==> src/tcw_defs.vh <==
// Purpose: Constants for the 8-bit timer compare waveform unit
// Assumes: APB slave, 32-bit data, one aligned word per register
// Notes:   Offsets are byte addresses
`ifndef TCW_DEFS_VH
`define TCW_DEFS_VH

// ----------------------------------------------------------------
// Register offsets
// ----------------------------------------------------------------
`define TCW_AW          8
`define TCW_OFS_CTRL    8'h00
`define TCW_OFS_COUNT   8'h04
`define TCW_OFS_COMPARE 8'h08
`define TCW_OFS_FLAGS   8'h0c
`define TCW_OFS_STATUS  8'h10

// ----------------------------------------------------------------
// Control fields
// ----------------------------------------------------------------
`define TCW_CTRL_WGM_LO 0
`define TCW_CTRL_WGM_HI 1
`define TCW_CTRL_COM_LO 2
`define TCW_CTRL_COM_HI 3
`define TCW_CTRL_FORCE  4
`define TCW_FLAG_OVF    0
`define TCW_FLAG_CMP    1

// ----------------------------------------------------------------
// Encodings and reset values
// ----------------------------------------------------------------
`define TCW_WGM_NORMAL  2'h0
`define TCW_WGM_PHASE   2'h1
`define TCW_WGM_CTC     2'h2
`define TCW_WGM_FAST    2'h3
`define TCW_COM_OFF     2'h0
`define TCW_COM_TOGGLE  2'h1
`define TCW_COM_CLEAR   2'h2
`define TCW_COM_SET     2'h3
`define TCW_CNT_MAX     8'hff
`define TCW_CNT_BOTTOM  8'h00
`define TCW_RST_BYTE    8'h00
`define TCW_RST_MODE    2'h0
`define TCW_RST_OC      1'b0

`endif

==> src/tcw_timer8.v <==
// Purpose: 8-bit timer counter with compare output and waveform modes
// Assumes: timer_tick is a one-cycle enable from an external prescaler
// Notes:   All state, bus included, holds while clk_en is low
//          Phase-correct encoding idles here: no count, no output
//
// Function
// - Reset clears output state to zero
// - Nonzero output mode overrides port output value
// - Override ignores waveform mode
// - Output mode zero leaves state unchanged
// - Mode change acts at match; force acts now
// - Waveform mode alone picks count sequence
// - Normal mode increments and wraps only
// - Normal overflow set as counter becomes zero
// - Counter writable anytime in normal mode
// - Clear-on-match mode clears counter at compare
// - Compare flag marks each arrival at top
// - Unbuffered compare below count wraps first
// - Output mode one toggles on match
// - Toggle frequency set by compare value
// - Clear-on-match overflow on max to zero
// - Fast mode counts to max then clears
// - Fast mode polarity: clear/set at match, bottom
// - Fast mode overflow set at max
// - Fast period is 256 timer ticks
// - Extremes give spike or constant level
// - Match sets compare flag; one clears
// - Compare double buffered in PWM modes
// - Non-PWM force updates output, no flag, no clear
// - Counter write blocks next tick's match
`timescale 1ns/100ps
`include "tcw_defs.vh"

module tcw_timer8 (
  input  wire                  pclk,
  input  wire                  presetn,
  input  wire                  clk_en,
  input  wire                  timer_tick,
  input  wire                  psel,
  input  wire                  penable,
  input  wire                  pwrite,
  input  wire [`TCW_AW-1:0]    paddr,
  input  wire [31:0]           pwdata,
  output reg  [31:0]           prdata,
  output reg                   pready,
  output reg                   pslverr,
  input  wire                  overflow_service,
  input  wire                  compare_service,
  input  wire                  port_out_bit,
  input  wire                  output_pin_direction_bit,
  output reg                   pin_out,
  output reg                   pin_oe_n,
  output reg                   overflow_flag,
  output reg                   compare_match_flag
);

  // ----------------------------------------------------------------
  // State
  // ----------------------------------------------------------------
  reg [1:0] waveform_mode;
  reg [1:0] compare_output_mode;
  reg [7:0] count_value;
  reg [7:0] compare_value;
  reg [7:0] compare_buffer;
  reg       compare_output_state;
  reg       match_block;

  reg [7:0] next_count;
  reg [7:0] next_compare;
  reg       next_oc;
  reg       next_ovf;
  reg       next_cmp;
  reg       next_block;
  // Next values and single-cycle events
  reg [31:0] next_prdata;
  reg       next_pin_out;
  reg       ovf_set;
  reg       cmp_set;
  reg       ovf_clr;
  reg       cmp_clr;

  wire      access;
  wire      wr_en;
  wire      rd_sel;
  wire      tick;
  wire      pwm_mode;
  wire      at_max;
  wire      match;
  wire      wr_ctrl;
  wire      wr_count;
  wire      wr_compare;
  wire      wr_flags;
  wire      force_req;
  wire      addr_ok;
  wire      sel_ctrl;
  wire      sel_count;
  wire      sel_compare;
  wire      sel_flags;
  wire      sel_status;

  // Outcome of one compare action on the output state
  function action;
    input [1:0] mode;
    input       cur;
    begin
      case (mode)
        `TCW_COM_TOGGLE: action = ~cur;
        `TCW_COM_CLEAR:  action = 1'b0;
        `TCW_COM_SET:    action = 1'b1;
        default:         action = cur;
      endcase
    end
  endfunction

  // True for the modes where the compare value is written straight through
  function non_pwm;
    input [1:0] mode;
    begin
      non_pwm = (mode == `TCW_WGM_NORMAL) || (mode == `TCW_WGM_CTC);
    end
  endfunction

  // Word select for one register offset
  function hit;
    input [`TCW_AW-1:0] addr;
    input [`TCW_AW-1:0] ofs;
    begin
      hit = (addr == ofs);
    end
  endfunction

  // ----------------------------------------------------------------
  // APB decode
  // ----------------------------------------------------------------
  // One wait state: pready rises in the second cycle of the access phase
  assign access  = psel & penable;
  assign wr_en   = access & pready & pwrite & clk_en;
  assign rd_sel  = access & ~pready & ~pwrite;

  assign sel_ctrl    = hit(paddr, `TCW_OFS_CTRL);
  assign sel_count   = hit(paddr, `TCW_OFS_COUNT);
  assign sel_compare = hit(paddr, `TCW_OFS_COMPARE);
  assign sel_flags   = hit(paddr, `TCW_OFS_FLAGS);
  assign sel_status  = hit(paddr, `TCW_OFS_STATUS);
  // Unmapped words answer with an error and never write
  assign addr_ok = sel_ctrl | sel_count | sel_compare | sel_flags |
                   sel_status;

  // Write strobes fire only at the completing edge of an access
  assign wr_ctrl    = wr_en & sel_ctrl;
  assign wr_count   = wr_en & sel_count;
  assign wr_compare = wr_en & sel_compare;
  assign wr_flags   = wr_en & sel_flags;

  // Force only acts in the non-PWM modes
  assign force_req = wr_ctrl & pwdata[`TCW_CTRL_FORCE] &
                     non_pwm(pwdata[`TCW_CTRL_WGM_HI:`TCW_CTRL_WGM_LO]);

  // Read word picked here and captured with pready, zero otherwise
  always @* begin
    next_prdata = 32'h0000_0000;
    if (rd_sel) begin
      if (sel_ctrl)
        next_prdata = {28'h000_0000, compare_output_mode, waveform_mode};
      else if (sel_count)
        next_prdata = {24'h00_0000, count_value};
      else if (sel_compare)
        next_prdata = {24'h00_0000, compare_buffer};
      else if (sel_flags)
        next_prdata = {30'h0000_0000, compare_match_flag, overflow_flag};
      else if (sel_status)
        next_prdata = {16'h0000, compare_value, 7'h00,
                       compare_output_state};
    end
  end

  always @(posedge pclk or negedge presetn) begin
    if (!presetn) begin
      pready  <= 1'b0;
      pslverr <= 1'b0;
      prdata  <= 32'h0000_0000;
    end else if (clk_en) begin
      pready  <= access & ~pready;
      pslverr <= access & ~pready & ~addr_ok;
      prdata  <= next_prdata;
    end
  end

  // ----------------------------------------------------------------
  // Counter and compare
  // ----------------------------------------------------------------
  assign tick     = timer_tick & clk_en;
  assign pwm_mode = ~non_pwm(waveform_mode);
  assign at_max   = (count_value == `TCW_CNT_MAX);
  // Equality only, so a compare set below the count waits for a wrap
  assign match    = (count_value == compare_value) & ~match_block;

  always @* begin
    next_count   = count_value;
    next_oc      = compare_output_state;
    next_ovf     = overflow_flag;
    next_cmp     = compare_match_flag;
    next_block   = match_block;

    if (tick) begin
      next_block = 1'b0;
      case (waveform_mode)
        `TCW_WGM_NORMAL: begin
          next_count = count_value + 8'h01;
          if (at_max)
            next_ovf = 1'b1;
          if (match) begin
            next_cmp = 1'b1;
            next_oc  = action(compare_output_mode,
                              compare_output_state);
          end
        end
        `TCW_WGM_CTC: begin
          if (match)
            next_count = `TCW_CNT_BOTTOM;
          else
            next_count = count_value + 8'h01;
          if (at_max)
            next_ovf = 1'b1;
          if (match) begin
            next_cmp = 1'b1;
            next_oc  = action(compare_output_mode,
                              compare_output_state);
          end
        end
        `TCW_WGM_FAST: begin
          // Wraps every 256 ticks whatever the compare value
          next_count = count_value + 8'h01;
          if (match) begin
            next_cmp = 1'b1;
            next_oc  = action(compare_output_mode,
                              compare_output_state);
          end
          if (at_max) begin
            next_ovf     = 1'b1;
            // Bottom action after match: compare at max stays constant
            if (compare_output_mode == `TCW_COM_CLEAR)
              next_oc = 1'b1;
            else if (compare_output_mode == `TCW_COM_SET)
              next_oc = 1'b0;
          end
        end
        default: begin
          next_count = count_value;
        end
      endcase
    end

    // Bus writes win over any count or clear in the same cycle
    if (wr_count) begin
      next_count = pwdata[7:0];
      next_block = 1'b1;
    end
    if (force_req)
      next_oc = action(pwdata[`TCW_CTRL_COM_HI:`TCW_CTRL_COM_LO],
                       compare_output_state);
    if (ovf_clr && !ovf_set)
      next_ovf = 1'b0;
    if (cmp_clr && !cmp_set)
      next_cmp = 1'b0;
  end

  // ----------------------------------------------------------------
  // Event flags
  // ----------------------------------------------------------------
  // Set wins over a clear in the same cycle, so no event is lost
  always @* begin
    ovf_set = 1'b0;
    cmp_set = 1'b0;
    if (tick && waveform_mode != `TCW_WGM_PHASE) begin
      ovf_set = at_max;
      cmp_set = match;
    end
    ovf_clr = (wr_flags & pwdata[`TCW_FLAG_OVF]) | overflow_service;
    cmp_clr = (wr_flags & pwdata[`TCW_FLAG_CMP]) | compare_service;
  end

  // ----------------------------------------------------------------
  // Active compare value
  // ----------------------------------------------------------------
  always @* begin
    next_compare = compare_value;
    // Fast mode reloads at top only, so no odd-length pulse appears
    if (tick && waveform_mode == `TCW_WGM_FAST && at_max)
      next_compare = compare_buffer;
    if (wr_compare && !pwm_mode)
      next_compare = pwdata[7:0];
  end

  // ----------------------------------------------------------------
  // Register state
  // ----------------------------------------------------------------
  always @(posedge pclk or negedge presetn) begin
    if (!presetn) begin
      waveform_mode       <= `TCW_RST_MODE;
      compare_output_mode <= `TCW_COM_OFF;
      compare_buffer      <= `TCW_RST_BYTE;
    end else if (clk_en) begin
      if (wr_ctrl) begin
        waveform_mode       <= pwdata[`TCW_CTRL_WGM_HI:`TCW_CTRL_WGM_LO];
        compare_output_mode <= pwdata[`TCW_CTRL_COM_HI:`TCW_CTRL_COM_LO];
      end
      if (wr_compare)
        compare_buffer <= pwdata[7:0];
    end
  end

  // Counter and its one-tick match block
  always @(posedge pclk or negedge presetn) begin
    if (!presetn) begin
      count_value <= `TCW_RST_BYTE;
      match_block <= 1'b0;
    end else if (clk_en) begin
      count_value <= next_count;
      match_block <= next_block;
    end
  end

  // Output state survives mode changes; only a match, the fast-mode action at max, a force or reset changes it
  always @(posedge pclk or negedge presetn) begin
    if (!presetn) begin
      compare_value        <= `TCW_RST_BYTE;
      compare_output_state <= `TCW_RST_OC;
    end else if (clk_en) begin
      compare_value        <= next_compare;
      compare_output_state <= next_oc;
    end
  end

  // Sticky flags: only a one written back or a service clears them
  always @(posedge pclk or negedge presetn) begin
    if (!presetn) begin
      overflow_flag      <= 1'b0;
      compare_match_flag <= 1'b0;
    end else if (clk_en) begin
      overflow_flag      <= next_ovf;
      compare_match_flag <= next_cmp;
    end
  end

  // ----------------------------------------------------------------
  // Port pin override
  // ----------------------------------------------------------------
  // The pin follows the state only while an output mode is chosen;
  // direction stays with the port bit in every mode
  always @* begin
    if (compare_output_mode != `TCW_COM_OFF)
      next_pin_out = compare_output_state;
    else
      next_pin_out = port_out_bit;
  end

  // Registered, so the pin lags the output state by one cycle
  always @(posedge pclk or negedge presetn) begin
    if (!presetn) begin
      pin_out  <= 1'b0;
      pin_oe_n <= 1'b1;
    end else if (clk_en) begin
      pin_out  <= next_pin_out;
      pin_oe_n <= ~output_pin_direction_bit;
    end
  end

endmodule // tcw_timer8

==> config.mk <==
export PLATFORM = sky130hd
export DESIGN_NAME = tcw_timer8
export DESIGN_NICKNAME = d
export VERILOG_FILES = /design/src/tcw_timer8.v
export VERILOG_INCLUDE_DIRS = /design/src /design/src/src
export SDC_FILE = /design/constraint.sdc
export NUM_CORES = 1
export LEC_CHECK = 0
export BUFFER_PORTS_ARGS = -buffer_cell sky130_fd_sc_hd__buf_4
export CAP_MARGIN = 5
export CORE_MARGIN = 2
export CORE_UTILIZATION = 41
export CTS_CLUSTER_SIZE = 16
export DETAILED_ROUTE_END_ITERATION = 8
export PLACE_DENSITY = 0.65
export SLEW_MARGIN = 5
export SYNTH_ARGS = -nofsm -noshare
export SYNTH_HDL_FRONTEND = slang
export SYNTH_SLANG_ARGS = --single-unit
==> constraint.sdc <==
create_clock -name pclk -period 2.87 [get_ports pclk]
set_clock_uncertainty 0.2 [all_clocks]
set_input_delay 0.4305 -clock pclk [delete_from_list [all_inputs] [get_ports pclk]]
set_output_delay 0.4305 -clock pclk [all_outputs]
set_load 0.02 [all_outputs]
### Word level (Yosys, flattened, before mapping)

Index checks and enable logic that the tools add are counted.

* bits in writable memories: 0
* ROM bits: 0
* bits in latches: 0
* register bits after elaboration: 68
* word-level logic and storage cells: 131
* output and inout port bits: 38
* memories kept: 0
* input bits: 51

* multipliers: 0
* add/sub/neg operators: 1
* bitwise operators: 29
* divide/modulo/power cells: 0
* muxes and demuxes: 34
* reduce and logical (&&, ||, !) cells: 36
* order comparisons: 0
* shift operators: 0
* equal/unequal tests: 17

Operators with widths (number)
* $mux 16: 6
* $mux 8: 5
* $reduce_bool 2->1: 10
* $mux 1: 19
* $and 1x1->1: 17
* $eq 8x4->1 const B: 2
* $pmux 8 s2: 1
* $eq 2x2->1 const B: 7
* $reduce_and 4->1: 3
* $add 8x1->8 const B: 1
* $eq 8x3->1 const B: 1
* $eq 8x5->1 const B: 1
* $eq 8x8->1: 1
* $eq 8x8->1 const B: 1
* $logic_not 8->1: 1
* $reduce_and 2->1: 4
* $logic_and 1x1->1: 6
* $not 1->1: 6
* $or 1x1->1: 6
* $pmux 1 s3: 2
* $reduce_bool 3->1: 2
* $eq 2x1->1 const B: 2
* $logic_not 2->1: 2
* $ne 4x1->1 const B: 1
* other kinds (7): 10

### Logic depth before layout (Yosys ltp)

* word-level depth: 10
* gate-level depth with buffers: 8
* gate-level depth less buffers: 7

### Least setup slack after synthesis

OpenSTA, ideal clock, no wires.

* kind: input to register
* start point: input paddr[1]
* end point: register count_value[6]
* stages: 5
* setup slack: 492 ps
* library setup time: 126 ps
* buffers on the path: 0
* data required time: 2544 ps
* arrival: 2052 ps
* path through: or4_4 or4_4 o211a_1 o22a_1 a221o_1

* word-level cells in the longest chain between the ends: 4
* elaborated cells between the ends (all ways): 6
* those cells by class: eq/ne: 1; mux: 1; bitwise: 1; reduce/logical: 3

Ends and longest elaborated chain
* start: declaration: line tcw_timer8.v:42 `` input wire [`TCW_AW-1:0] paddr, ``
* $eq 8x3->1 *: line tcw_timer8.v:128 `hit = (addr == ofs);`
* $and 1x1->1 *: line tcw_timer8.v:151 `assign wr_count = wr_en & sel_count;`
* $reduce_bool 3->1 (no line) or $reduce_bool 2->1 (tied branches)
* $reduce_and 3->1 (no line)
* end signal: assignment: line tcw_timer8.v:316 `` count_value <= `TCW_RST_BYTE; ``
* end signal: assignment: line tcw_timer8.v:319 `count_value <= next_count;`
* end: declaration: line tcw_timer8.v:62 `reg [7:0] count_value;`

Every way passes the cells marked *; elsewhere a longest branch is shown, timed or not.
A chain may end at the register's enable or synchronous reset.

### Worst setup path in the final report

* start point: register count_value[0]
* end point: register count_value[2]

* word-level cells in the longest chain between the ends: 6
* elaborated cells between the ends (all ways): 7
* those cells by class: add/sub: 1; eq/ne: 1; mux: 4; bitwise: 1

Ends and longest elaborated chain
* parallel branches: the longest is 3 deep, another holds $add 8x1->8
* $pmux 8 s2 *: line tcw_timer8.v:207 `case (waveform_mode)`
* $mux 8 *: line tcw_timer8.v:205 `if (tick) begin`
* $mux 8 *: line tcw_timer8.v:255 `if (wr_count) begin`

Every way passes the cells marked *. The select of a mux whose other input is x is not followed.

==> impl_metrics.env <==
export IMPL_row_count=31
export IMPL_num_vias=2624
export IMPL_ys_ff_latch=52
export IMPL_cts_buffers=5
export IMPL_required_ns=2.87
export IMPL_whs_path_depth=2
export IMPL_peakVddDrop_mv=0.289
export IMPL_place_gp_congestion=0.869
export IMPL_critPathArrivalTime_ns=2.49
export IMPL_grt_pass1_wl_um=13200
export IMPL_drive_gt1_share_pct=24.6
export IMPL_num_fill_cells=691
export IMPL_yosysWarningCount=0
export IMPL_synth_edf_count=0
export IMPL_clock_path_buffers=2
export IMPL_path_buf_inv=0
export IMPL_ys_top_cells_by_area="dfrtp_1, buf_4, mux2i_1"
export IMPL_wl_per_cell_um=16.7
export IMPL_critical_path_max_stage_delay_ns=0.54
export IMPL_startpoint_type="register"
export IMPL_period_share_pct=86.6
export IMPL_coreArea_sq_mm=0.00733
export IMPL_cts_root_buf="clkbuf_8"
export IMPL_r2r_start="count_value[0]"
export IMPL_status="complete, no violations"
export IMPL_ioPinCount=89
export IMPL_r2r_end="count_value[2]"
export IMPL_async_flop_share_pct=100
export IMPL_start_util_pct=42.9
export IMPL_slew_viol_final=0
export IMPL_drc=0
export IMPL_cap_viol_max_count=0
export IMPL_power_leakage_nw=1.67
export IMPL_yosysMostFrequentCell="dfrtp_1"
export IMPL_n_antenna_cell=0
export IMPL_rsz0062_at_grt="false"
export IMPL_hold_ws_ns=0.0445
export IMPL_cpLargestDelayFamily="simple AND/OR/NAND/NOR gates"
export IMPL_tightest_slew_ns=0.674
export IMPL_clock_latency_ns=0.31
export IMPL_worst_setup_path_end_kind="register"
export IMPL_cp_max_fo=9
export IMPL_area_delta_synth_final_pct=17.8
export IMPL_cts_resized=0
export IMPL_setup_viol=0
export IMPL_cts_htree_levels=2
export IMPL_min_to="pin_oe_n"
export IMPL_regToRegSetupSlack_ns=0.38
export IMPL_hold_viol=0
export IMPL_synth_seq_area_share_pct=41.5
export IMPL_slew_headroom_pct=55.0
export IMPL_clk_pin_slew_ns=0.10
export IMPL_ant_nets=0
export IMPL_netlist_area_sq_mm=0.00314
export IMPL_grt_overflow=0
export IMPL_layout_nets=438
export IMPL_portBuffers=48
export IMPL_synth_cells=328
export IMPL_r2r_cells=5
export IMPL_min_period_ns=2.49
export IMPL_synth_top_area_cell="dfrtp_1"
export IMPL_hold_class="input pin to register"
export IMPL_wirelength_um=8050
export IMPL_cts_tree="done"
export IMPL_cts_sinks=52
export IMPL_die_area_sq_mm=0.00838
export IMPL_max_freq_mhz=402
export IMPL_grt_max_degree=53
export IMPL_grt_usage_pct=20.0
export IMPL_avgSynthCellArea_sq_um=9.58
export IMPL_die_h_um=91.5
export IMPL_avgViaCountPerCell=5.46
export IMPL_tns_ns=0
export IMPL_crit_path_top_delay_cell="nor4_4"
export IMPL_die_x_um=91.5
export IMPL_dominantRegCellSynth="dfrtp_1"
export IMPL_grt_pass1_vias=2611
export IMPL_min_from="output_pin_direction_bit"
export IMPL_antenna_found_initial=0
export IMPL_dr_pass1_iters=4
export IMPL_path_cells="xor2_1 -> or3_1 -> nor4_4 -> o31ai_1 -> a221o_1"
export IMPL_first_iter_violations=186
export IMPL_worst_setup_path_type="register to register"
export IMPL_synthTopCellsByCount="dfrtp_1, inv_1, nand2_1"
export IMPL_cellPowerDensity_mw_per_mm2=433
export IMPL_synth_cell_types=59
export IMPL_synth_top_area_share_pct=40.6
export IMPL_dpl_hpwl_um=6040
==> logic make-up after synthesis <==
| kind of cell | Yosys count | share of synthesized area (%) |
|---|---|---|
| multiplexers | 22 | 7.41 |
| flip-flops | 52 | 41.5 |
| buffers and inverters | 58 | 9.60 |
| AO/OA/AOI/OAI | 77 | 17.0 |
| XOR/XNOR | 8 | 2.23 |
| other | 1 | 0.119 |
| AND/OR/NAND/NOR | 104 | 19.8 |
| adder cells (fa/ha/maj) | 6 | 2.39 |
==> cell type report <==
class / count / area [sq um] / share of cell area (%)
clock buffers: 6 / 72.6 / 1.96
clock inverters: 2 / 35.0 / 0.947
inverters: 26 / 97.6 / 2.64
multi-input cells: 233 / 1590 / 43.1
flip-flops and latches: 52 / 1300 / 35.2
well taps: 99 / 124 / 3.35
repair buffers: 63 / 475 / 12.8
==> per-layer routing <==
layer	wire [um]	track usage, %
met5	0	0
met4	144	7.45
met3	335	2.99
met2	3870	31.6
met1	3700	27.5
==> power breakdown <==
| part | internal [mW] | leakage (nW) | switching [mW] |
|---|---|---|---|
| registers | 0.765 | 0.686 | 0.0571 |
| logic | 0.118 | 0.924 | 0.152 |
| clock network | 0.259 | 0.0552 | 0.252 |
==> stage by stage <==
step | instances | power (mW) | util, % | area (sq um) | setup WS (ns)
floorplan | 343 | 1.01 | - | 3200 | 0.492
global placement | 472 | 1.10 | 48.9 | 3580 | 0.294
detailed placement | 472 | 1.10 | 48.9 | 3580 | 0.262
CTS | 481 | 1.61 | 50.5 | 3700 | 0.399
global route | 481 | 1.68 | 50.5 | 3700 | 0.202
finish | 481 | 1.60 | 50.5 | 3700 | 0.384
==> flip-flops by register name, indices dropped and copies added (netlist names) <==
signal                cells
pready                    1
overflow_flag             1
compare_match_flag        1
compare_output_mode       2
waveform_mode             2
compare_buffer            8
prdata                   16
count_value               8
pslverr                   1
pin_out                   1
match_block               1
pin_oe_n                  1
compare_output_state      1
compare_value             8
==> placed cells by master, fill, tap and decap left out, types with 2 or more instances in the layout <==
master | netlist | routed
ha_1 | 6 | 6
a221o_1 | 7 | 7
xor2_1 | 3 | 3
nand4_1 | 6 | 6
inv_1 | 26 | 26
a31o_2 | 2 | 2
or4_4 | 2 | 2
o21bai_1 | 2 | 2
conb_1 | 1 | 16
a211o_1 | 2 | 2
or2_0 | 2 | 2
buf_4 | 17 | 62
nor4_1 | 6 | 6
nand2_1 | 18 | 18
o21ai_0 | 14 | 14
or3_1 | 2 | 2
or2_2 | 2 | 2
nand3_1 | 7 | 7
and3_1 | 5 | 5
mux2i_1 | 12 | 12
a22oi_1 | 5 | 5
a31oi_1 | 2 | 2
o22ai_1 | 10 | 10
nor2b_1 | 4 | 4
nor2_1 | 14 | 14
nor3_1 | 16 | 16
a21oi_1 | 14 | 14
a222oi_1 | 2 | 2
nor4_4 | 3 | 3
nand2b_1 | 6 | 6
a21o_1 | 2 | 2
and4_1 | 3 | 3
o31ai_1 | 5 | 5
o32ai_1 | 2 | 2
clkbuf_8 | 0 | 5
xnor2_1 | 5 | 5
mux2_2 | 10 | 10
dfrtp_1 | 51 | 51
==> worst register-to-register path, stage by stage, from the launching register on <==
cell     delay [ns]
dfrtp_1        0.50
xor2_1         0.22
or3_1          0.46
nor4_4         0.54
o31ai_1        0.14
a221o_1        0.31
==> what timing repair did <==
| item | in CTS | in global routing |
|---|---|---|
| hold buffers | 1 | 0 |
| buffers inserted | 0 | 0 |
| hold endpoints to repair | 51 | 0 |
| setup endpoints to repair | 0 | 0 |
==> worst max path at each step <==
stage / startpoint / endpoint / slack [ns] / cells past startpoint
2_1_floorplan: paddr[1] / count_value[6] / 0.49 / 5
3_3_place_gp: paddr[1] / count_value[7] / 0.29 / 6
3_5_place_dp: paddr[1] / count_value[7] / 0.26 / 6
4_1_cts: count_value[0] / count_value[2] / 0.40 / 5
5_1_grt: count_value[0] / count_value[2] / 0.20 / 5
6_report: count_value[0] / count_value[2] / 0.38 / 5
Power figures use the tool's default switching activity.
